### src/pkg/fcp_pkg.sv
/*
  Shared constants for flash content protection: register offsets, reset
  values, command codes and range geometry.
  Assumes an 8-bit register space with 16-bit addresses, one clock domain.
*/
`default_nettype none
package fcp_pkg;
  // ****************************************************
  // Register offsets
  // ****************************************************
  localparam logic [15:0] FCP_ADDR_TOP     = 16'hA012;
  localparam logic [15:0] FCP_ADDR_GUARD_LO = 16'hA013;
  localparam logic [15:0] FCP_ADDR_GUARD_HI = 16'hA014;
  localparam logic [15:0] FCP_ADDR_DATA    = 16'hA021;
  localparam logic [15:0] FCP_ADDR_HIGH    = 16'hA022;
  localparam logic [15:0] FCP_ADDR_LOW     = 16'hA023;
  localparam logic [15:0] FCP_ADDR_LZONE   = 16'hA025;
  localparam logic [15:0] FCP_ADDR_UZONE   = 16'hA026;
  localparam logic [15:0] FCP_ADDR_CMD     = 16'hA027;
  localparam logic [15:0] FCP_ADDR_STAT    = 16'hA028;
  localparam logic [15:0] FCP_ADDR_IMASK   = 16'hA029;
  localparam logic [15:0] FCP_ADDR_RESULT  = 16'hA02A;
  // ****************************************************
  // Reset values and fields
  // ****************************************************
  localparam logic [7:0] FCP_RST_ZERO  = 8'h00;
  localparam logic [7:0] FCP_RST_LZONE = 8'hFF;
  localparam logic [7:0] FCP_RST_UZONE = 8'h00;
  localparam int         FCP_UPD_EN_BIT = 7;
  localparam logic [7:0] FCP_UPD_EN_WORD = 8'h80;
  localparam logic [7:0] FCP_RANGE_MASK_HI = 8'h7F;
  localparam logic [7:0] FCP_TOP_PAGE = 8'hFF;
  // ****************************************************
  // Commands (low two bits of the command register)
  // ****************************************************
  localparam logic [1:0] FCP_CMD_READ  = 2'h1;
  localparam logic [1:0] FCP_CMD_WRITE = 2'h2;
  localparam logic [1:0] FCP_CMD_ERASE = 2'h3;
  // Status bits: 0 done, 1 fail
  localparam int FCP_ST_DONE = 0;
  localparam int FCP_ST_FAIL = 1;
  // Read guard ranges start at (index+1) * 4 KiB, index 0..14
  localparam int FCP_GUARD_RANGES = 15;
endpackage
`default_nettype wire

### src/pkg/fcp_if.sv
/*
  Interface joining the CPU-side register master and the protection device.
  Assumes both ends share clock and reset_n.
*/
`timescale 1ns/1ns
`default_nettype none
interface fcp_if (
  input wire logic clock,
  input wire logic reset_n
);
  logic [15:0] addr;
  logic [7:0]  wdata;
  logic        wr;
  logic        rd;
  logic [7:0]  rdata;
  logic        code_rd;
  logic [15:0] code_addr;
  logic [7:0]  code_data;
  logic        irq;
  modport dev  (input addr, wdata, wr, rd, code_rd, code_addr, output rdata, code_data, irq);
  modport host (output addr, wdata, wr, rd, code_rd, code_addr, input rdata, code_data, irq);
endinterface
`default_nettype wire

### src/rtl/fcp_device.sv
/*
  Flash content protection device: address registers, erase/write zone check,
  write-once read guard, command result and interrupt.
  Assumes the flash array returns read data one cycle after fl_rd and that
  reset_n is the OR of all chip reset sources.
*/
// Contract
// RULE1 - Check every command address against zones (code checks only write and erase commands; reads are not checked)
// RULE2 - Two zones: bottom and top of space
// RULE3 - Low boundary in pages, below value protected
// RULE4 - Low boundary resets all ones
// RULE5 - Upper pages above boundary plus one protected
// RULE6 - Guarded reads return zero
// RULE7 - Guard registers cleared only by reset
// RULE8 - Guard bits set-only
// RULE9 - Write 0x80 enables range updates
// RULE10 - Range set clears enable until reset
// RULE11 - Low guard bit n from (n+1)*4K
// RULE12 - High guard bit n from (n+9)*4K
// RULE13 - Software avoids ranges at 0x08000 up
// RULE14 - High address byte register read/write
// RULE15 - Software never executes in guarded zone
// RULE16 - Address from top, high, low registers
// RULE17 - Protected erase/write skipped, fail set
// RULE18 - Lowest selected start address wins
`timescale 1ns/1ns
`default_nettype none
module fcp_device
  import fcp_pkg::*;
(
  // Clock and reset
  input  wire logic        clock,
  input  wire logic        reset_n,
  // Register side
  fcp_if.dev               bus,
  // Flash array side
  output logic             fl_rd,
  output logic             fl_wr,
  output logic             fl_erase,
  output logic [23:0]      fl_addr,
  output logic [7:0]       fl_wdata,
  input  wire logic [7:0]  fl_rdata
);
  // ****************************************************
  // Helpers
  // ****************************************************
  function automatic logic [4:0] guard_start(input logic [14:0] sel);
    logic [4:0] r;
    r = 5'h10;
    for (int i = FCP_GUARD_RANGES - 1; i >= 0; i--) begin
      if (sel[i]) begin
        r = 5'(i + 1); // RULE18
      end
    end
    return r;
  endfunction

  function automatic logic guarded(input logic [23:0] a, input logic [4:0] start);
    // RULE11 RULE12
    return (start != 5'h10) && (a[23:16] == 8'h00) && ({1'b0, a[15:12]} >= start);
  endfunction

  // ****************************************************
  // Registers
  // ****************************************************
  logic [7:0] top_q, high_q, low_q, data_q, lzone_q, uzone_q;
  logic [7:0] glo_q, ghi_q, stat_q, imask_q, rdata_q, code_q;
  logic       upd_en_q, res_fail_q, code_pend_q, code_ans_q, irq_q;
  logic [1:0] cmd_rd_q;
  logic       fl_rd_q, fl_wr_q, fl_erase_q, guard_hit_q, code_guard_q;

  wire        wr_top   = bus.wr && bus.addr == FCP_ADDR_TOP;
  wire        wr_glo   = bus.wr && bus.addr == FCP_ADDR_GUARD_LO;
  wire        wr_ghi   = bus.wr && bus.addr == FCP_ADDR_GUARD_HI;
  wire        wr_cmd   = bus.wr && bus.addr == FCP_ADDR_CMD;
  wire [23:0] cmd_addr = {top_q, high_q, low_q}; // RULE16
  wire [1:0]  cmd_op   = bus.wdata[1:0];
  wire [7:0]  page     = cmd_addr[15:8];
  // RULE2 RULE3 RULE4
  wire        in_lzone = (cmd_addr[23:16] == 8'h00) && (page < lzone_q);
  // RULE2 RULE5
  wire        in_uzone = (cmd_addr[23:16] != 8'h00) || ({1'b0, page} > {1'b0, uzone_q} + 9'h001);
  wire        modify   = (cmd_op == FCP_CMD_WRITE) || (cmd_op == FCP_CMD_ERASE);
  wire        blocked  = modify && (in_lzone || in_uzone); // RULE1 RULE17
  wire [4:0]  gstart   = guard_start({ghi_q[6:0], glo_q});
  wire [7:0]  glo_set  = glo_q | (upd_en_q ? bus.wdata : FCP_RST_ZERO); // RULE8 RULE9
  wire [7:0]  ghi_set  = ghi_q | (upd_en_q ? (bus.wdata & FCP_RANGE_MASK_HI) : FCP_RST_ZERO);
  wire        range_wr = upd_en_q && ((wr_glo && bus.wdata != 8'h00)
                         || (wr_ghi && (bus.wdata & FCP_RANGE_MASK_HI) != 8'h00));
  wire        ev_done  = wr_cmd && cmd_op != 2'h0;
  wire        ev_fail  = wr_cmd && blocked;
  wire [7:0]  ev_vec   = {6'h00, ev_fail, ev_done};
  wire        stat_clr_wr = bus.wr && bus.addr == FCP_ADDR_STAT;
  wire [7:0]  stat_d   = (stat_q & ~(stat_clr_wr ? bus.wdata : 8'h00)) | ev_vec;

  // ****************************************************
  // Read mux
  // ****************************************************
  logic [7:0] rmux;
  always_comb begin
    case (bus.addr)
      FCP_ADDR_TOP:      rmux = top_q;
      FCP_ADDR_GUARD_LO: rmux = glo_q;
      FCP_ADDR_GUARD_HI: rmux = {upd_en_q, ghi_q[6:0]};
      FCP_ADDR_DATA:     rmux = data_q;
      FCP_ADDR_HIGH:     rmux = high_q; // RULE14
      FCP_ADDR_LOW:      rmux = low_q;
      FCP_ADDR_LZONE:    rmux = lzone_q;
      FCP_ADDR_UZONE:    rmux = uzone_q;
      FCP_ADDR_STAT:     rmux = stat_q;
      FCP_ADDR_IMASK:    rmux = imask_q;
      FCP_ADDR_RESULT:   rmux = {7'h00, res_fail_q};
      default:           rmux = 8'h00;
    endcase
  end

  // ****************************************************
  // State
  // ****************************************************
  // Only reset clears the guard; no write path can lower a bit
  always_ff @(posedge clock or negedge reset_n) begin
    if (!reset_n) begin
      glo_q    <= FCP_RST_ZERO; // RULE7
      ghi_q    <= FCP_RST_ZERO;
      upd_en_q <= 1'b0;
    end else begin
      if (wr_glo) begin
        glo_q <= glo_set;
      end
      if (wr_ghi) begin
        ghi_q <= ghi_set;
      end
      if (range_wr) begin
        upd_en_q <= 1'b0; // RULE10
      end else if (wr_ghi && bus.wdata[FCP_UPD_EN_BIT] && gstart == 5'h10) begin
        upd_en_q <= 1'b1; // RULE9
      end
    end
  end

  always_ff @(posedge clock or negedge reset_n) begin
    if (!reset_n) begin
      top_q <= FCP_RST_ZERO;
      high_q <= FCP_RST_ZERO;
      low_q <= FCP_RST_ZERO;
      data_q <= FCP_RST_ZERO;
      lzone_q <= FCP_RST_LZONE; // RULE4
      uzone_q <= FCP_RST_UZONE;
      stat_q <= FCP_RST_ZERO;
      imask_q <= FCP_RST_ZERO;
      res_fail_q <= 1'b0;
    end else begin
      if (wr_top) top_q <= bus.wdata;
      if (bus.wr && bus.addr == FCP_ADDR_HIGH) high_q <= bus.wdata; // RULE14
      if (bus.wr && bus.addr == FCP_ADDR_LOW) low_q <= bus.wdata;
      if (bus.wr && bus.addr == FCP_ADDR_DATA) data_q <= bus.wdata;
      else if (cmd_rd_q[1]) data_q <= guard_hit_q ? FCP_RST_ZERO : fl_rdata; // RULE6 RULE16
      if (bus.wr && bus.addr == FCP_ADDR_LZONE) lzone_q <= bus.wdata;
      if (bus.wr && bus.addr == FCP_ADDR_UZONE) uzone_q <= bus.wdata;
      if (bus.wr && bus.addr == FCP_ADDR_IMASK) imask_q <= bus.wdata;
      stat_q <= stat_d; // Set wins over clear
      if (ev_done) res_fail_q <= blocked; // RULE17
    end
  end

  // Flash strobes: a blocked command never reaches the array
  always_ff @(posedge clock or negedge reset_n) begin
    if (!reset_n) begin
      fl_rd_q <= 1'b0;
      fl_wr_q <= 1'b0;
      fl_erase_q <= 1'b0;
      cmd_rd_q <= 2'h0;
      guard_hit_q <= 1'b0;
    end else begin
      fl_rd_q <= (wr_cmd && cmd_op == FCP_CMD_READ) || bus.code_rd;
      fl_wr_q <= wr_cmd && cmd_op == FCP_CMD_WRITE && !blocked; // RULE17
      fl_erase_q <= wr_cmd && cmd_op == FCP_CMD_ERASE && !blocked;
      // Array answers in the cycle after its strobe; capture then, not live
      cmd_rd_q <= {cmd_rd_q[0], wr_cmd && cmd_op == FCP_CMD_READ};
      if (wr_cmd && cmd_op == FCP_CMD_READ) guard_hit_q <= guarded(cmd_addr, gstart); // RULE6
    end
  end

  // Code fetch read: data returns three cycles after the request
  always_ff @(posedge clock or negedge reset_n) begin
    if (!reset_n) begin
      code_pend_q <= 1'b0;
      code_ans_q <= 1'b0;
      code_guard_q <= 1'b0;
      code_q <= FCP_RST_ZERO;
      rdata_q <= FCP_RST_ZERO;
      irq_q <= 1'b0;
    end else begin
      code_pend_q <= bus.code_rd;
      code_ans_q <= code_pend_q;
      if (bus.code_rd) code_guard_q <= guarded({8'h00, bus.code_addr}, gstart);
      if (code_ans_q) code_q <= code_guard_q ? 8'h00 : fl_rdata; // RULE6
      rdata_q <= bus.rd ? rmux : 8'h00;
      irq_q <= |(stat_d & imask_q);
    end
  end

  wire [23:0] code_full = {8'h00, bus.code_addr};
  logic [23:0] fl_addr_q;
  always_ff @(posedge clock or negedge reset_n) begin
    if (!reset_n) fl_addr_q <= 24'h000000;
    else if (bus.code_rd) fl_addr_q <= code_full;
    else if (wr_cmd) fl_addr_q <= cmd_addr; // RULE16
  end

  assign bus.rdata = rdata_q;
  assign bus.code_data = code_q;
  assign bus.irq = irq_q;
  assign fl_rd = fl_rd_q;
  assign fl_wr = fl_wr_q;
  assign fl_erase = fl_erase_q;
  assign fl_addr = fl_addr_q;
  assign fl_wdata = data_q;
endmodule // fcp_device
`default_nettype wire

### src/flat_wrapper.sv
// flat-port wrapper written by rule: the top's interface ports become plain ports
module fcp_device_flat import fcp_pkg::*;
  (clock, reset_n, fl_rd, fl_wr, fl_erase, fl_addr, fl_wdata, fl_rdata, bus_addr, bus_wdata, bus_wr, bus_rd, bus_code_rd, bus_code_addr, bus_rdata, bus_code_data, bus_irq);
  fcp_if bus_i (.clock(clock), .reset_n(reset_n));
  input  wire logic clock;
  input  wire logic reset_n;
  output logic fl_rd;
  output logic fl_wr;
  output logic fl_erase;
  output logic [23:0] fl_addr;
  output logic [7:0] fl_wdata;
  input  wire logic [7:0] fl_rdata;
  input wire logic [$bits(bus_i.addr)-1:0] bus_addr;
  input wire logic [$bits(bus_i.wdata)-1:0] bus_wdata;
  input wire logic [$bits(bus_i.wr)-1:0] bus_wr;
  input wire logic [$bits(bus_i.rd)-1:0] bus_rd;
  input wire logic [$bits(bus_i.code_rd)-1:0] bus_code_rd;
  input wire logic [$bits(bus_i.code_addr)-1:0] bus_code_addr;
  output wire logic [$bits(bus_i.rdata)-1:0] bus_rdata;
  output wire logic [$bits(bus_i.code_data)-1:0] bus_code_data;
  output wire logic [$bits(bus_i.irq)-1:0] bus_irq;
  assign bus_i.addr = bus_addr;
  assign bus_i.wdata = bus_wdata;
  assign bus_i.wr = bus_wr;
  assign bus_i.rd = bus_rd;
  assign bus_i.code_rd = bus_code_rd;
  assign bus_i.code_addr = bus_code_addr;
  assign bus_rdata = bus_i.rdata;
  assign bus_code_data = bus_i.code_data;
  assign bus_irq = bus_i.irq;
  fcp_device u_core (.clock(clock), .reset_n(reset_n), .bus(bus_i), .fl_rd(fl_rd), .fl_wr(fl_wr), .fl_erase(fl_erase), .fl_addr(fl_addr), .fl_wdata(fl_wdata), .fl_rdata(fl_rdata));
endmodule
### config.mk
export PLATFORM = sky130hd
export DESIGN_NAME = fcp_device_flat
export DESIGN_NICKNAME = d
export VERILOG_FILES = /design/src/pkg/fcp_pkg.sv /design/src/pkg/fcp_if.sv /design/src/rtl/fcp_device.sv /design/src/flat_wrapper.sv
export SDC_FILE = /design/constraint.sdc
export NUM_CORES = 1
export LEC_CHECK = 0
export ABC_AREA = 1
export ABC_CLOCK_PERIOD_IN_PS = 4800
export BUFFER_PORTS_ARGS = -buffer_cell sky130_fd_sc_hd__buf_2
export CAP_MARGIN = 15
export CORE_UTILIZATION = 45
export DETAILED_ROUTE_END_ITERATION = 8
export PLACE_DENSITY = 0.66
export SLEW_MARGIN = 5
export SYNTH_ARGS = -nofsm -noshare
export SYNTH_HDL_FRONTEND = slang
export SYNTH_SLANG_ARGS = --single-unit
### constraint.sdc
create_clock -name clock -period 4.8 [get_ports clock]
set_input_delay 0.96 -clock clock [delete_from_list [all_inputs] [get_ports clock]]
set_output_delay 0.96 -clock clock [all_outputs]
set_load 0.01 [all_outputs]
; ---- Word level (Yosys, flattened, before mapping)
; Cells that the tools add are included.
[op_classes]
bitwise = 6
order_cmp = 4
n_mux = 28
n_eq_ne = 17
n_addsub = 1
reduce_logical = 43
[ops]
columns = cell, n
row1 = $eq 16x16->1 const B, 12
row2 = $pmux 8 s11, 1
row3 = $mux 5, 15
row4 = $mux 8, 7
row5 = $mux 24, 2
row6 = $logic_and 1x1->1, 28
row7 = $reduce_bool 8->1, 3
row8 = $and 8x8->8, 2
row9 = $or 8x8->8, 2
row10 = $ge 4x5->1, 2
row11 = $add 8x1->9 const B, 1
row12 = $gt 8x9->1, 1
row13 = $logic_not 8->1, 1
row14 = $lt 8x8->1, 1
row15 = $not 8->8, 1
row16 = $or 8x2->8, 1
row17 = $reduce_bool 2->1, 4
row18 = $reduce_or 8->1, 1
row19 = $mux 7, 1
row20 = $eq 5x5->1 const B, 1
row21 = $logic_or 1x1->1, 5
row22 = $ne 5x5->1 const B, 1
row23 = $eq 2x2->1 const B, 2
row24 = $eq 2x1->1 const B, 1
row25 = 2 further kinds, 3
[word_totals]
regBits = 132
word_cells = 123
out_inout_bits = 52
input_bits = 53

; ---- Longest topological paths before layout
; Gate-level depths: netlist (run 1).
[depth]
ltp_word = 19
mapped_depth = 22
depth_no_buf = 22

; ---- Worst setup path after synthesis (run 1)
; No wires, ideal clock.
[synth_path]
kind = input -> register
from = input port bus_addr[8]
to = register u_core.low_q[7]
arrival_ns = 2.137
n_path_buf = 1
setup_time_ns = 0.126
required_ns = 4.674
slack_ns = 2.537
cell_stages = 9
cell_sequence = nor2_1 -> nand3_1 -> nor2_4 -> nand3_4 -> nor3_4 -> nand2_2 -> buf_6 -> nand2_1 -> o21ai_1
[synth_via]
elab_chain_len = 2
[synth_lines]
columns = item, line
row1 = start: declaration, flat_wrapper.sv:13  ; input wire logic [$bits(bus_i.addr)-1:0] bus_addr;
row2 = $eq 16x16->1, fcp_device.sv:155  ; if (bus.wr && bus.addr == FCP_ADDR_LOW) low_q <= bus.wdata;
row3 = $logic_and 1x1->1, fcp_device.sv:155
row4 = end signal: assignment, fcp_device.sv:155
row5 = end: declaration, fcp_device.sv:66  ; logic [7:0] top_q, high_q, low_q, data_q, lzone_q, uzone_q;
; No other way between the ends.
; A chain may end at the register's enable or synchronous reset.

; ---- Worst setup path after layout (run 1)
[layout_path]
from = input port bus_addr[8]
to = register u_core.data_q[4] (netlist: u_core.fl_wdata[4])
[layout_via]
elab_chain_len = 3
word_cells_on_any_way = 4
classes_between = eq/ne: 1 / mux: 1 / reduce/logical: 2
[layout_lines]
columns = item, line
row1 = $eq 16x16->1 *, fcp_device.sv:156  ; if (bus.wr && bus.addr == FCP_ADDR_DATA) data_q <= bus.wdata;
row2 = $logic_and 1x1->1 *, fcp_device.sv:156
row3 = $mux 8 or $reduce_bool 2->1 (tied branches), -
row4 = end signal: assignment, fcp_device.sv:156
row5 = end signal: assignment, fcp_device.sv:157  ; else if (cmd_rd_q[1]) data_q <= guard_hit_q ? FCP_RST_ZERO : fl_rdata;
row6 = end: declaration, fcp_device.sv:66
; Mark *: on every way between the ends. The rest lies on a longest branch, timed or not.

==> results of run 1 <==
cells in the mapped netlist, types with 2 or more instances:
cell type  count
buf_2          6
clkbuf_1      10
o21ai_1       29
nand3_1       77
o211ai_1      19
clkinv_1       3
nor3_4         2
o21a_1         3
ha_1          24
nand2_1      221
nor2_1        70
nor4_1         3
o21ai_0       68
inv_1         94
dfrtp_1      123
inv_2          9
dfstp_2        8
nor2_4         5
nand2_2        5
o22ai_1       11
xnor2_1        2
nand4_1       20
buf_1          2
nor2_2         4
a21oi_1        7
xor2_1         4
nor3_1         8
nand3_4        2
metrics by stage:
| step | area (um^2) | power [mW] | util | hold WS (ns) |
|---|---|---|---|---|
| after global routing | 8053 | 2.683 | 0.5520 | 0.3546 |
| after CTS | 8053 | 2.612 | 0.5520 | 0.3529 |
| final | 8053 | 2.605 | 0.5520 | 0.3500 |
| after global placement | 7453 | 1.311 | 0.5109 | 0.3319 |
| after detailed placement | 7453 | 1.311 | 0.5109 | 0.3370 |
| after floorplan | 6775 | 1.218 | - | 0.3312 |
layout make-up:
| class | count | area (um^2) | area share |
|---|---|---|---|
| sequential | 131 | 3288 | 0.4083 |
| tap | 184 | 230.2 | 0.02859 |
| timing repair buffer | 105 | 534.3 | 0.06635 |
| clock buffer | 21 | 470.5 | 0.05842 |
| multi-input combinational | 590 | 3003 | 0.3729 |
| clock inverter | 11 | 128.9 | 0.01600 |
| inverter | 106 | 397.9 | 0.04941 |
worst register-to-register path: stages, from the launching register on:
cell	delay, ns
dfrtp_1	0.38
inv_1	0.15
o21ai_0	0.11
nand2_1	0.07
nand2_1	0.04
nand2_1	0.05
nand2_1	0.04
nand2_1	0.05
nand2_1	0.05
nand2_1	0.06
nand2_1	0.04
nand2_1	0.06
nand2_1	0.05
nand2_1	0.05
nand2_1	0.12
ha_1	0.30
inv_1	0.05
a21boi_0	0.07
o21a_1	0.17
o21a_1	0.16
o21ai_0	0.27
o21ai_0	0.14
worst max-delay path by stage:
stage                 from                 end  slack [ns]  depth (start not counted)
2_1_floorplan  bus_addr[8]     u_core.low_q[7]        2.54                          9
3_3_place_gp   bus_addr[8]   u_core.fl_addr[3]        1.73                          9
3_5_place_dp   bus_addr[8]  u_core.fl_wdata[4]        1.64                          6
4_1_cts        bus_addr[8]  u_core.fl_wdata[2]        2.10                          6
5_1_grt        bus_addr[9]  u_core.fl_wdata[7]        1.79                          6
6_report       bus_addr[8]  u_core.fl_wdata[4]        2.09                          6
per-layer routing:
layer | share of wire | vias to the layer above | wire length [um]
li1 | - | 3006 | -
met4 | 0.031 | 0 | 630
met1 | 0.46 | 2837 | 9455
met2 | 0.44 | 250 | 8999
met5 | 0 | - | 0
met3 | 0.065 | 41 | 1316
power breakdown:
group          internal (mW)  switching [mW]  total [mW]
logic                 0.0464           0.107       0.154
registers               1.13          0.0110        1.14
clock network          0.806           0.509        1.31
total                   1.98           0.627        2.61
registers in the layout (all words and copies together), names as in the netlist, 8 cells and up:
name	flops
u_core.glo_q	8
u_core.lzone_q	8
u_core.low_q	8
u_core.high_q	8
u_core.fl_addr	24
u_core.stat_q	8
u_core.fl_wdata	8
u_core.imask_q	8
u_core.bus.code_data	8
u_core.top_q	8
u_core.uzone_q	8
u_core.bus.rdata	8
cell families (layout without fill, tap and decap cells):
| logic type | after synthesis | after routing | synth area share |
|---|---|---|---|
| simple gates | 419 | 419 | 0.2744 |
| compound gates | 140 | 140 | 0.1152 |
| flops | 131 | 131 | 0.4853 |
| buf+inv | 125 | 243 | 0.07147 |
| fa+ha+maj | 24 | 24 | 0.04432 |
| xor+xnor | 6 | 6 | 0.007756 |
| mux | 1 | 1 | 0.001477 |
==> impl_metrics.xml, run 1 <==
<?xml version="1.0" encoding="UTF-8"?>
<metrics>
  <group name="clocking">
    <metric name="worst_skew_pair.late_latency" unit="ns">0.43</metric>
    <metric name="numCtsBuffers" unit="">17</metric>
    <metric name="cts.sink_count" unit="">131</metric>
    <metric name="cts_tree" unit="">done</metric>
    <metric name="clockBufferDepth" unit="">2</metric>
    <metric name="clockRootBuffer" unit="">clkbuf_16</metric>
    <metric name="clock_pin_slew_on_the_worst_setup_and_hold_paths" unit="ns">0.06</metric>
    <metric name="holdBufCountCts" unit="">0</metric>
    <metric name="ctsHtreeMaxLevel" unit="">4</metric>
    <metric name="cts_setup_buffers" unit="">0</metric>
    <metric name="post_cts_resize_count" unit="">0</metric>
  </group>
  <group name="worst_hold_path">
    <metric name="min_to" unit="">u_core.cmd_rd_q[1]</metric>
    <metric name="holdCritPathClass" unit="">register to register</metric>
    <metric name="min_path_cells" unit="">0</metric>
    <metric name="holdCritStartpoint" unit="">u_core.cmd_rd_q[0]</metric>
  </group>
  <group name="global_routing">
    <metric name="antenna_found_initial" unit="">0</metric>
    <metric name="grt_first_pass_wirelength" unit="um">32250</metric>
    <metric name="global_route.usage.met2" unit="">0.4150</metric>
    <metric name="global_route.peak_usage_layer" unit="">met2</metric>
    <metric name="via_count_of_the_first_global_routing_pass" unit="">5762</metric>
    <metric name="grt_max_degree" unit="">107</metric>
    <metric name="track_usage" unit="">0.2754</metric>
    <metric name="grt.overflow.total" unit="">0</metric>
    <metric name="globalRouteMet1Util" unit="">0.3820</metric>
    <metric name="grt.met3_usage" unit="">0.04940</metric>
  </group>
  <group name="synth">
    <metric name="synth.net_count" unit="">923</metric>
    <metric name="postSynthRegisterBits" unit="">131</metric>
    <metric name="synth_top_cell_by_area" unit="">dfrtp_1</metric>
    <metric name="synth-warning-count" unit="">0</metric>
    <metric name="synth_async_sr_flop_share" unit="">1.000</metric>
    <metric name="dominantRegCellSynth" unit="">dfrtp_1</metric>
    <metric name="top_post_synthesis_cells_by_area" unit="">dfrtp_1 45%, nand2_1 12%, nand3_1 5.7%</metric>
    <metric name="ys_types" unit="">35</metric>
    <metric name="synth_top_area_frac" unit="">0.4543</metric>
    <metric name="synth.avg_cell_area" unit="um^2">8.009</metric>
    <metric name="edff_count_synth" unit="">0</metric>
    <metric name="syn-cell-area" unit="um^2">6775</metric>
    <metric name="post_synth_inst_count" unit="">846</metric>
    <metric name="synth-seq-area-share" unit="">0.4853</metric>
  </group>
  <group name="timing">
    <metric name="setup-tns-final" unit="ns">0</metric>
    <metric name="fmax" unit="MHz">369.5</metric>
    <metric name="worst_pin_slew" unit="ns">0.9656</metric>
    <metric name="finalSetupViolations" unit="">0</metric>
    <metric name="report.final.hold_viol_count" unit="">0</metric>
    <metric name="period_share" unit="">0.5638</metric>
    <metric name="min_period" unit="ns">2.706</metric>
    <metric name="timing.final.ws_setup" unit="ns">2.094</metric>
    <metric name="setup_repair_after_global_routing_missed_its_margin" unit="">no</metric>
    <metric name="slew-limit-headroom" unit="">0.3563</metric>
    <metric name="final-max-slew-violation-count" unit="">0</metric>
    <metric name="fin_skew" unit="ns">0.007774</metric>
  </group>
  <group name="finish">
    <metric name="antennaDiodeCount" unit="">0</metric>
    <metric name="nFillCells" unit="">1364</metric>
    <metric name="stdcell_count" unit="">1148</metric>
    <metric name="layout_common_cells" unit="">221 x nand2_1, 123 x dfrtp_1, 103 x buf_2, 94 x inv_1, 77 x nand3_1</metric>
    <metric name="final_net_count" unit="">1028</metric>
    <metric name="drive_gt1_frac" unit="">0.1784</metric>
    <metric name="final_common_cell" unit="">nand2_1</metric>
    <metric name="flow.area_growth_from_synthesis" unit="%">18.85</metric>
  </group>
  <group name="worst_setup_path">
    <metric name="regToRegStartpoint" unit="">u_core.ghi_q[4]</metric>
    <metric name="crit_fanout" unit="">24</metric>
    <metric name="timing.critical_path.slowest_cell_delay" unit="ns">0.84</metric>
    <metric name="timing.critical_path.buf_inv" unit="">1</metric>
    <metric name="worstSetupPathType" unit="">primary input to register</metric>
    <metric name="rr_endpoint" unit="">u_core.guard_hit_q</metric>
    <metric name="timing.critical_path.slowest_stage_cell" unit="">nand4_1</metric>
    <metric name="crit_path_cell_trace" unit="">buf_2 -&gt; nor2_1 -&gt; nand3_1 -&gt; nor2_4 -&gt; nand4_1 -&gt; o211ai_1</metric>
    <metric name="endpoint_kind" unit="">register</metric>
    <metric name="cpLargestDelayFamily" unit="">simple AND/OR/NAND/NOR gates</metric>
    <metric name="worst_ep_required_time" unit="ns">5.12</metric>
    <metric name="reg2regPathDepth" unit="">21</metric>
    <metric name="worst_ep_arrival_time" unit="ns">3.03</metric>
    <metric name="worst-r2r-setup-slack" unit="ns">2.17</metric>
    <metric name="startpoint_class_of_the_critical_path" unit="">primary input</metric>
  </group>
  <group name="floorplan">
    <metric name="floorplan.io_pins" unit="">105</metric>
    <metric name="die_y" unit="um">124.7</metric>
    <metric name="floorplan.rows" unit="">44</metric>
    <metric name="die_width" unit="um">124.7</metric>
    <metric name="floorplan.core_area" unit="um^2">14590</metric>
    <metric name="dieArea" unit="um^2">15550</metric>
    <metric name="starting_density_of_the_core" unit="">0.4644</metric>
  </group>
  <group name="detailed_routing">
    <metric name="drc" unit="">0</metric>
    <metric name="count_of_tritonroute_iterations_in_the_first_routing_pass" unit="">5</metric>
    <metric name="route.vias.total" unit="">6134</metric>
    <metric name="ant_nets" unit="">0</metric>
    <metric name="wl" unit="um">20400</metric>
    <metric name="drt-initial-drc-count" unit="">578</metric>
    <metric name="post_drt_via_cell_ratio" unit="">5.343</metric>
    <metric name="detail_route.wl_per_cell" unit="um">17.77</metric>
  </group>
  <group name="placed_design">
    <metric name="portBuffers" unit="">104</metric>
    <metric name="dp_worst_setup_slack" unit="ns">1.644</metric>
    <metric name="place.detailed.hpwl" unit="um">14900</metric>
    <metric name="gp_routability_congestion" unit="">0.9497</metric>
    <metric name="dpl.cell_count" unit="">1116</metric>
  </group>
  <group name="pwr">
    <metric name="power_leakage" unit="nW">3.936</metric>
    <metric name="vdd.ir_drop.worst" unit="mV">0.2342</metric>
    <metric name="power_density" unit="nW/um^2">323.5</metric>
  </group>
  <group name="flow_run">
    <metric name="timing.max_cap.violations" unit="">0</metric>
  </group>
  <group name="status">
    <metric name="run_status" unit="">complete, no violations</metric>
  </group>
</metrics>
Note: power is estimated with default switching activity, not from simulation.
==> inputs of run 2 (changes only) <==
- ABC_AREA: 1 -> 0
- ABC_CLOCK_PERIOD_IN_PS: 4800 -> 2640
- clock period: 4.8 -> 2.64 ns (I/O delays scaled with it)
==> run 2 against run 1 <==
- the run now ends with setup timing left
- sequential power grew 82%
- clock power grew 92%
- synthesized area shrank 1.0%
- global-route usage shrank 0.59 points
- sequential cell count is the same
- wire length shrank 3.9%
- combinational power grew 86%
- worst setup slack lost 2.1 ns
- hold slack lost 0.31 ns
- cell area grew 3.1%
==> impl_metrics.xml, run 2 <==
<?xml version="1.0" encoding="UTF-8"?>
<metrics>
  <group name="detailed_routing">
    <metric name="drc" unit="">0</metric>
    <metric name="detail_route.wl_per_cell" unit="um">20.64</metric>
    <metric name="post_drt_via_cell_ratio" unit="">6.062</metric>
    <metric name="route.vias.total" unit="">5759</metric>
    <metric name="drt-initial-drc-count" unit="">429</metric>
    <metric name="wl" unit="um">19610</metric>
    <metric name="ant_nets" unit="">0</metric>
    <metric name="count_of_tritonroute_iterations_in_the_first_routing_pass" unit="">6</metric>
  </group>
  <group name="finish">
    <metric name="layout_common_cells" unit="">121 x dfrtp_1, 103 x buf_2, 57 x nand2_1, 43 x o21ai_0, 39 x mux2_2</metric>
    <metric name="antennaDiodeCount" unit="">0</metric>
    <metric name="largest_reg_flops" unit="">24</metric>
    <metric name="multiInputGateArea" unit="um^2">3242</metric>
    <metric name="final_design_area_no_fill" unit="um^2">8305</metric>
    <metric name="final_net_count" unit="">830</metric>
    <metric name="layout.core_utilization" unit="">0.5715</metric>
    <metric name="final-seq-area" unit="um^2">3291</metric>
    <metric name="flow.area_growth_from_synthesis" unit="%">23.84</metric>
    <metric name="drive_gt1_frac" unit="">0.3185</metric>
    <metric name="final_common_cell" unit="">dfrtp_1</metric>
    <metric name="nFillCells" unit="">1257</metric>
  </group>
  <group name="floorplan">
    <metric name="starting_density_of_the_core" unit="">0.4614</metric>
    <metric name="die_width" unit="um">124.1</metric>
    <metric name="floorplan.io_pins" unit="">105</metric>
    <metric name="die_y" unit="um">124.1</metric>
    <metric name="floorplan.core_area" unit="um^2">14530</metric>
    <metric name="floorplan.rows" unit="">44</metric>
    <metric name="dieArea" unit="um^2">15400</metric>
  </group>
  <group name="clocking">
    <metric name="clockBufferDepth" unit="">2</metric>
    <metric name="holdBufCountCts" unit="">0</metric>
    <metric name="cts.sink_count" unit="">131</metric>
    <metric name="clock_pin_slew_on_the_worst_setup_and_hold_paths" unit="ns">0.06</metric>
    <metric name="clockRootBuffer" unit="">clkbuf_16</metric>
    <metric name="ctsHtreeMaxLevel" unit="">4</metric>
    <metric name="numCtsBuffers" unit="">17</metric>
    <metric name="cts_tree" unit="">done</metric>
    <metric name="worst_skew_pair.late_latency" unit="ns">0.42</metric>
  </group>
  <group name="timing">
    <metric name="setup_repair_after_global_routing_missed_its_margin" unit="">yes</metric>
    <metric name="report.final.hold_viol_count" unit="">0</metric>
    <metric name="timing.final.ws_setup" unit="ns">-0.006079</metric>
    <metric name="fin_skew" unit="ns">0.01044</metric>
    <metric name="period_share" unit="">1.002</metric>
    <metric name="slew-limit-headroom" unit="">0.5753</metric>
    <metric name="final-max-slew-violation-count" unit="">0</metric>
    <metric name="min_period" unit="ns">2.646</metric>
    <metric name="finalSetupViolations" unit="">1</metric>
    <metric name="worst_pin_slew" unit="ns">0.6371</metric>
    <metric name="fmax" unit="MHz">377.9</metric>
  </group>
  <group name="worst_setup_path">
    <metric name="worstSetupPathType" unit="">register to register</metric>
    <metric name="startpoint_class_of_the_critical_path" unit="">register</metric>
    <metric name="worst_ep_arrival_time" unit="ns">2.95</metric>
    <metric name="regToRegStartpoint" unit="">u_core.ghi_q[5]</metric>
    <metric name="worst_setup_sp" unit="">u_core.ghi_q[5]</metric>
    <metric name="worst_ep_required_time" unit="ns">2.95</metric>
    <metric name="crit_fanout" unit="">2</metric>
    <metric name="worst-r2r-setup-slack" unit="ns">-0.006</metric>
    <metric name="cpLargestDelayFamily" unit="">compound AO/OA/AOI/OAI gates</metric>
    <metric name="crit_path_cell_trace" unit="">nand2b_4 -&gt; a21oi_2 -&gt; nor2_1 -&gt; o21bai_1 -&gt; a221oi_2 -&gt; o31ai_2 -&gt; ha_1 -&gt; nand2b_4 -&gt; a21o_1 -&gt; a21o_1 -&gt; a21oi_2 -&gt; nor3_2 -&gt; mux2_4</metric>
    <metric name="timing.critical_path.buf_inv" unit="">0</metric>
    <metric name="reg2regPathDepth" unit="">13</metric>
    <metric name="timing.critical_path.slowest_stage_cell" unit="">dfrtp_1</metric>
    <metric name="timing.critical_path.slowest_cell_delay" unit="ns">0.39</metric>
    <metric name="rr_endpoint" unit="">u_core.guard_hit_q</metric>
    <metric name="endpoint_kind" unit="">register</metric>
  </group>
  <group name="synth">
    <metric name="synth.most_common_cell" unit="">dfrtp_1</metric>
    <metric name="synthTopCellsByCount" unit="">123 x dfrtp_1, 57 x nand2_1, 43 x o21ai_0, 40 x mux2_2, 31 x nor2_1</metric>
    <metric name="edff_count_synth" unit="">0</metric>
    <metric name="dominantRegCellSynth" unit="">dfrtp_1</metric>
    <metric name="synth_top_cell_by_area" unit="">dfrtp_1</metric>
    <metric name="top_post_synthesis_cells_by_area" unit="">dfrtp_1 46%, mux2_2 6.7%, ha_1 4.5%</metric>
    <metric name="synth-seq-area-share" unit="">0.4903</metric>
    <metric name="synth-warning-count" unit="">0</metric>
    <metric name="post_synth_inst_count" unit="">627</metric>
    <metric name="synth_async_sr_flop_share" unit="">1.000</metric>
    <metric name="synth_top_area_frac" unit="">0.4590</metric>
    <metric name="synth.avg_cell_area" unit="um^2">10.70</metric>
    <metric name="postSynthRegisterBits" unit="">131</metric>
    <metric name="ys_types" unit="">55</metric>
    <metric name="synth.net_count" unit="">704</metric>
    <metric name="syn-cell-area" unit="um^2">6706</metric>
  </group>
  <group name="global_routing">
    <metric name="grt.overflow.total" unit="">0</metric>
    <metric name="via_count_of_the_first_global_routing_pass" unit="">5436</metric>
    <metric name="grt_max_degree" unit="">57</metric>
    <metric name="grt_first_pass_wirelength" unit="um">30350</metric>
    <metric name="antenna_found_initial" unit="">0</metric>
    <metric name="track_usage" unit="">0.2694</metric>
  </group>
  <group name="pwr">
    <metric name="share_of_total_power_in_the_clock_network" unit="">0.515</metric>
    <metric name="p_int" unit="mW">3.741</metric>
    <metric name="power_density" unit="nW/um^2">585.7</metric>
    <metric name="power_leakage" unit="nW">3.999</metric>
    <metric name="comb_power_share" unit="">0.059</metric>
    <metric name="vdd.ir_drop.worst" unit="mV">0.4592</metric>
    <metric name="power_switching_share" unit="">0.2311</metric>
    <metric name="fin_total_pwr" unit="mW">4.865</metric>
    <metric name="seq_power_share" unit="">0.426</metric>
    <metric name="power_switching" unit="mW">1.124</metric>
  </group>
  <group name="worst_hold_path">
    <metric name="holdCritPathClass" unit="">primary input to async pin</metric>
  </group>
  <group name="status">
    <metric name="run_status" unit="">complete, but fails checks</metric>
    <metric name="failed_checks" unit="">setup timing</metric>
  </group>
  <group name="placed_design">
    <metric name="portBuffers" unit="">104</metric>
    <metric name="dp_worst_setup_slack" unit="ns">0.01879</metric>
    <metric name="place.detailed.hpwl" unit="um">13980</metric>
    <metric name="postPlaceCellArea" unit="um^2">7587</metric>
    <metric name="gp_routability_congestion" unit="">0.9477</metric>
  </group>
  <group name="flow_run">
    <metric name="timing.max_cap.violations" unit="">0</metric>
  </group>
</metrics>
-- run 2: how the worst max path moves through the flow --
stage,to,depth (start not counted)
4_1_cts,u_core.guard_hit_q,13
3_3_place_gp,u_core.uzone_q[2],5
2_1_floorplan,u_core.bus.irq,8
3_5_place_dp,u_core.guard_hit_q,13
5_1_grt,u_core.guard_hit_q,13
6_report,u_core.guard_hit_q,13
-- run 2: cells by family (layout without fill, tap and decap cells) --
| kind of cell | Yosys count | after routing | synth area share |
|---|---|---|---|
| AND/OR/NAND/NOR | 185 | 185 | 0.1558 |
| flip-flops | 131 | 131 | 0.4903 |
| multiplexers | 65 | 65 | 0.1045 |
| buffers and inverters | 60 | 199 | 0.03657 |
| AO/OA/AOI/OAI | 155 | 155 | 0.1590 |
| XOR/XNOR | 7 | 7 | 0.009142 |
| adder cells (fa/ha/maj) | 24 | 24 | 0.04478 |
-- run 2: final cells by class --
type	instances	share of cell area
multi-input cells	436	0.3903
clock inverters	10	0.01763
inverters	29	0.01311
repair buffers	138	0.09672
well taps	184	0.02772
clock buffers	22	0.05830
flip-flops and latches	131	0.3962
-- run 2: timing repair --
action	in CTS	in global routing
resized for setup	0	14
buffers inserted	0	3
endpoints found under the setup margin	0	6
-- run 2: routing by layer --
metal  wire [um]  vias to the layer above  track usage  share of wire
li1            -                     2552            -              -
met1        8407                     2834       0.3682           0.43
met2        8675                      312       0.3992           0.44
met3        1795                       61      0.06822          0.092
met4         729                        0       0.1265          0.037
met5           0                        -            0              0
-- run 2: stage by stage --
stage	hold WS, ns	TNS (ns)	cells
floorplan	0.2324	0	627
global route	0.06121	-0.1169	950
CTS	0.04353	0	947
global placement	0.3362	0	915
finish	0.03932	-0.006079	950
detailed placement	0.3347	0	915
-- run 2: power groups by stage --
stage,clock (mW),sequential [mW],combinational [mW]
final,2.51,2.07,0.286
after global routing,2.64,2.08,0.317
after CTS,2.54,2.07,0.287
after detailed placement,0,2.11,0.286
after global placement,0,2.10,0.280
after floorplan,0,2.12,0.0985
==> inputs of run 3 (changes only) <==
- SETUP_SLACK_MARGIN: unset -> 0.15
==> run 3 against run 2 <==
- the run now ends clean
- maximum frequency up 2.0%
- wire length up 0.96%
- hold slack better by 0.00062 ns
- cell area up 0.65%
- count of clock-buffer cells in the layout unchanged
- worst setup slack better by 0.051 ns
- clock power about the same
- critical path depth up 1
- via count down 0.16%
- final cell count up 0.11%
- sequential share of layout area down 0.23 points
- critical endpoint unchanged
- largest power group unchanged
==> impl_metrics.xml, run 3 (same netlist as run 2, synthesis figures left out) <==
<?xml version="1.0" encoding="UTF-8"?>
<metrics>
  <group name="finish">
    <metric name="final_common_cell" unit="">dfrtp_1</metric>
    <metric name="multiInputGateArea" unit="um^2">3282</metric>
    <metric name="final-seq-area" unit="um^2">3293</metric>
    <metric name="layout.core_utilization" unit="">0.5752</metric>
    <metric name="drive_gt1_frac" unit="">0.3286</metric>
    <metric name="layout_common_cells" unit="">119 x dfrtp_1, 103 x buf_2, 57 x nand2_1, 43 x o21ai_0, 38 x mux2_2</metric>
    <metric name="final_net_count" unit="">831</metric>
    <metric name="largest_reg_flops" unit="">24</metric>
    <metric name="antennaDiodeCount" unit="">0</metric>
    <metric name="flow.area_growth_from_synthesis" unit="%">24.65</metric>
    <metric name="nFillCells" unit="">1250</metric>
  </group>
  <group name="placed_design">
    <metric name="portBuffers" unit="">104</metric>
    <metric name="gp_routability_congestion" unit="">0.9477</metric>
    <metric name="place.detailed.hpwl" unit="um">13980</metric>
    <metric name="dp_worst_setup_slack" unit="ns">0.01879</metric>
  </group>
  <group name="clocking">
    <metric name="clockRootBuffer" unit="">clkbuf_16</metric>
    <metric name="ctsHtreeMaxLevel" unit="">4</metric>
    <metric name="clock_pin_slew_on_the_worst_setup_and_hold_paths" unit="ns">0.06</metric>
    <metric name="numCtsBuffers" unit="">17</metric>
    <metric name="clockBufferDepth" unit="">2</metric>
    <metric name="worst_skew_pair.late_latency" unit="ns">0.42</metric>
    <metric name="cts_tree" unit="">done</metric>
    <metric name="cts.sink_count" unit="">131</metric>
  </group>
  <group name="global_routing">
    <metric name="track_usage" unit="">0.2702</metric>
    <metric name="via_count_of_the_first_global_routing_pass" unit="">5462</metric>
    <metric name="grt_first_pass_wirelength" unit="um">30450</metric>
    <metric name="grt.overflow.total" unit="">0</metric>
    <metric name="grt_max_degree" unit="">57</metric>
    <metric name="antenna_found_initial" unit="">0</metric>
  </group>
  <group name="floorplan">
    <metric name="starting_density_of_the_core" unit="">0.4614</metric>
    <metric name="dieArea" unit="um^2">15400</metric>
    <metric name="die_width" unit="um">124.1</metric>
    <metric name="floorplan.rows" unit="">44</metric>
    <metric name="die_y" unit="um">124.1</metric>
    <metric name="floorplan.io_pins" unit="">105</metric>
    <metric name="floorplan.core_area" unit="um^2">14530</metric>
  </group>
  <group name="detailed_routing">
    <metric name="drc" unit="">0</metric>
    <metric name="wl" unit="um">19800</metric>
    <metric name="detail_route.wl_per_cell" unit="um">20.81</metric>
    <metric name="count_of_tritonroute_iterations_in_the_first_routing_pass" unit="">8</metric>
    <metric name="post_drt_via_cell_ratio" unit="">6.046</metric>
    <metric name="drt-initial-drc-count" unit="">489</metric>
    <metric name="route.vias.total" unit="">5750</metric>
    <metric name="ant_nets" unit="">0</metric>
  </group>
  <group name="worst_setup_path">
    <metric name="crit_top_cell" unit="">nor3_1</metric>
    <metric name="worst-r2r-setup-slack" unit="ns">0.05</metric>
    <metric name="crit_fanout" unit="">4</metric>
    <metric name="timing.critical_path.slowest_stage_cell" unit="">dfrtp_1</metric>
    <metric name="worst_ep_required_time" unit="ns">2.95</metric>
    <metric name="worst_ep_arrival_time" unit="ns">2.91</metric>
    <metric name="reg2regPathDepth" unit="">14</metric>
    <metric name="crit_path_cell_trace" unit="">buf_4 -&gt; buf_6 -&gt; nor2_4 -&gt; nor3_1 -&gt; nor3_1 -&gt; nor3_1 -&gt; o31ai_1 -&gt; a21o_1 -&gt; ha_1 -&gt; a21o_1 -&gt; a21o_1 -&gt; a21oi_2 -&gt; nor3_1 -&gt; mux2_4</metric>
    <metric name="rr_endpoint" unit="">u_core.guard_hit_q</metric>
    <metric name="cpLargestDelayFamily" unit="">compound AO/OA/AOI/OAI gates</metric>
    <metric name="startpoint_class_of_the_critical_path" unit="">register</metric>
    <metric name="regToRegStartpoint" unit="">u_core.ghi_q[5]</metric>
    <metric name="worstSetupPathType" unit="">register to register</metric>
    <metric name="critical_path_cell_count" unit="">14</metric>
    <metric name="endpoint_kind" unit="">register</metric>
    <metric name="timing.critical_path.slowest_cell_delay" unit="ns">0.39</metric>
    <metric name="timing.critical_path.buf_inv" unit="">2</metric>
  </group>
  <group name="status">
    <metric name="run_status" unit="">complete, no violations</metric>
  </group>
  <group name="timing">
    <metric name="final-max-slew-violation-count" unit="">0</metric>
    <metric name="min_period" unit="ns">2.595</metric>
    <metric name="timing.final.ws_setup" unit="ns">0.04542</metric>
    <metric name="slew-limit-headroom" unit="">0.5656</metric>
    <metric name="finalSetupViolations" unit="">0</metric>
    <metric name="period_share" unit="">0.9828</metric>
    <metric name="fin_skew" unit="ns">0.008867</metric>
    <metric name="report.final.hold_viol_count" unit="">0</metric>
    <metric name="setup_repair_after_global_routing_missed_its_margin" unit="">yes</metric>
    <metric name="fmax" unit="MHz">385.4</metric>
    <metric name="setup-tns-final" unit="ns">0</metric>
    <metric name="worst_pin_slew" unit="ns">0.6517</metric>
  </group>
  <group name="pwr">
    <metric name="vdd.ir_drop.worst" unit="mV">0.4600</metric>
    <metric name="power_density" unit="nW/um^2">582.4</metric>
    <metric name="power_leakage" unit="nW">3.999</metric>
  </group>
  <group name="flow_run">
    <metric name="timing.max_cap.violations" unit="">0</metric>
  </group>
  <group name="worst_hold_path">
    <metric name="holdCritPathClass" unit="">primary input to async pin</metric>
  </group>
</metrics>
==> run 3: changes by cell type in the layout (fill, tap and decap cells not counted), moves of 2 or more <==
cell	delta
dfrtp_2	+2
nor2_1	-2
a21oi_2	+3
a21oi_1	-3
nor3_1	+2
dfrtp_1	-2
ha_1	-2
ha_4	+2
nor3_2	-2
==> run 3: worst max path at each step <==
stage / startpoint / endpoint / slack [ns]
final: u_core.ghi_q[5] / u_core.guard_hit_q / 0.05
after global routing: u_core.ghi_q[5] / u_core.guard_hit_q / -0.07
after CTS: u_core.ghi_q[5] / u_core.guard_hit_q / 0.03
after detailed placement: u_core.ghi_q[5] / u_core.guard_hit_q / 0.02
after global placement: bus_addr[4] / u_core.uzone_q[2] / 0.09
after floorplan: bus_addr[1] / u_core.bus.irq / 0.22
==> run 3: report_power, final <==
group | internal, mW | total, mW | leakage (nW) | switching [mW]
clock network | 1.59 | 2.51 | 0.295 | 0.917
registers | 2.05 | 2.07 | 1.69 | 0.0248
logic | 0.104 | 0.288 | 2.02 | 0.184
total | 3.74 | 4.87 | 4.00 | 1.13
==> run 3: layout make-up <==
type	count	share of cell area
sequential	131	0.3940
tap	184	0.02754
multi-input combinational	436	0.3926
clock inverter	10	0.01751
inverter	29	0.01302
timing repair buffer	139	0.09744
clock buffer	22	0.05793
==> run 3: worst reg2reg max path: stages (launching register included) <==
cell and delay [ns]:
dfrtp_1 0.39, buf_4 0.14, buf_6 0.12, nor2_4 0.08, nor3_1 0.05, nor3_1 0.15, nor3_1 0.06, o31ai_1 0.20
a21o_1 0.23, ha_1 0.26, a21o_1 0.18, a21o_1 0.16, a21oi_2 0.12, nor3_1 0.07, mux2_4 0.27
==> run 3: what timing repair did <==
item | CTS | global route
buffers inserted | 1 | 3
endpoints found under the setup margin | 2 | 7
hold buffers | 0 | 0
endpoints found under the hold margin | 0 | 0
resized for setup | 4 | 21
pin swaps | 14 | 11
==> run 3: per-stage QoR <==
stage | std cells | hold WS (ns) | power, mW | area [um^2]
finish | 951 | 0.03994 | 4.868 | 8359
global route | 951 | 0.06121 | 5.036 | 8359
CTS | 948 | 0.04353 | 4.900 | 8248
detailed placement | 915 | 0.3347 | 2.393 | 7587
global placement | 915 | 0.3362 | 2.384 | 7587
floorplan | 627 | 0.2324 | 2.218 | 6706
==> run 3: per-layer routing <==
layer | global-route usage | vias to the layer above | share of wire
met5 | 0 | - | 0
met4 | 0.1235 | 0 | 0.036
met3 | 0.06868 | 67 | 0.090
met2 | 0.4033 | 323 | 0.44
met1 | 0.3679 | 2806 | 0.43
li1 | - | 2554 | -
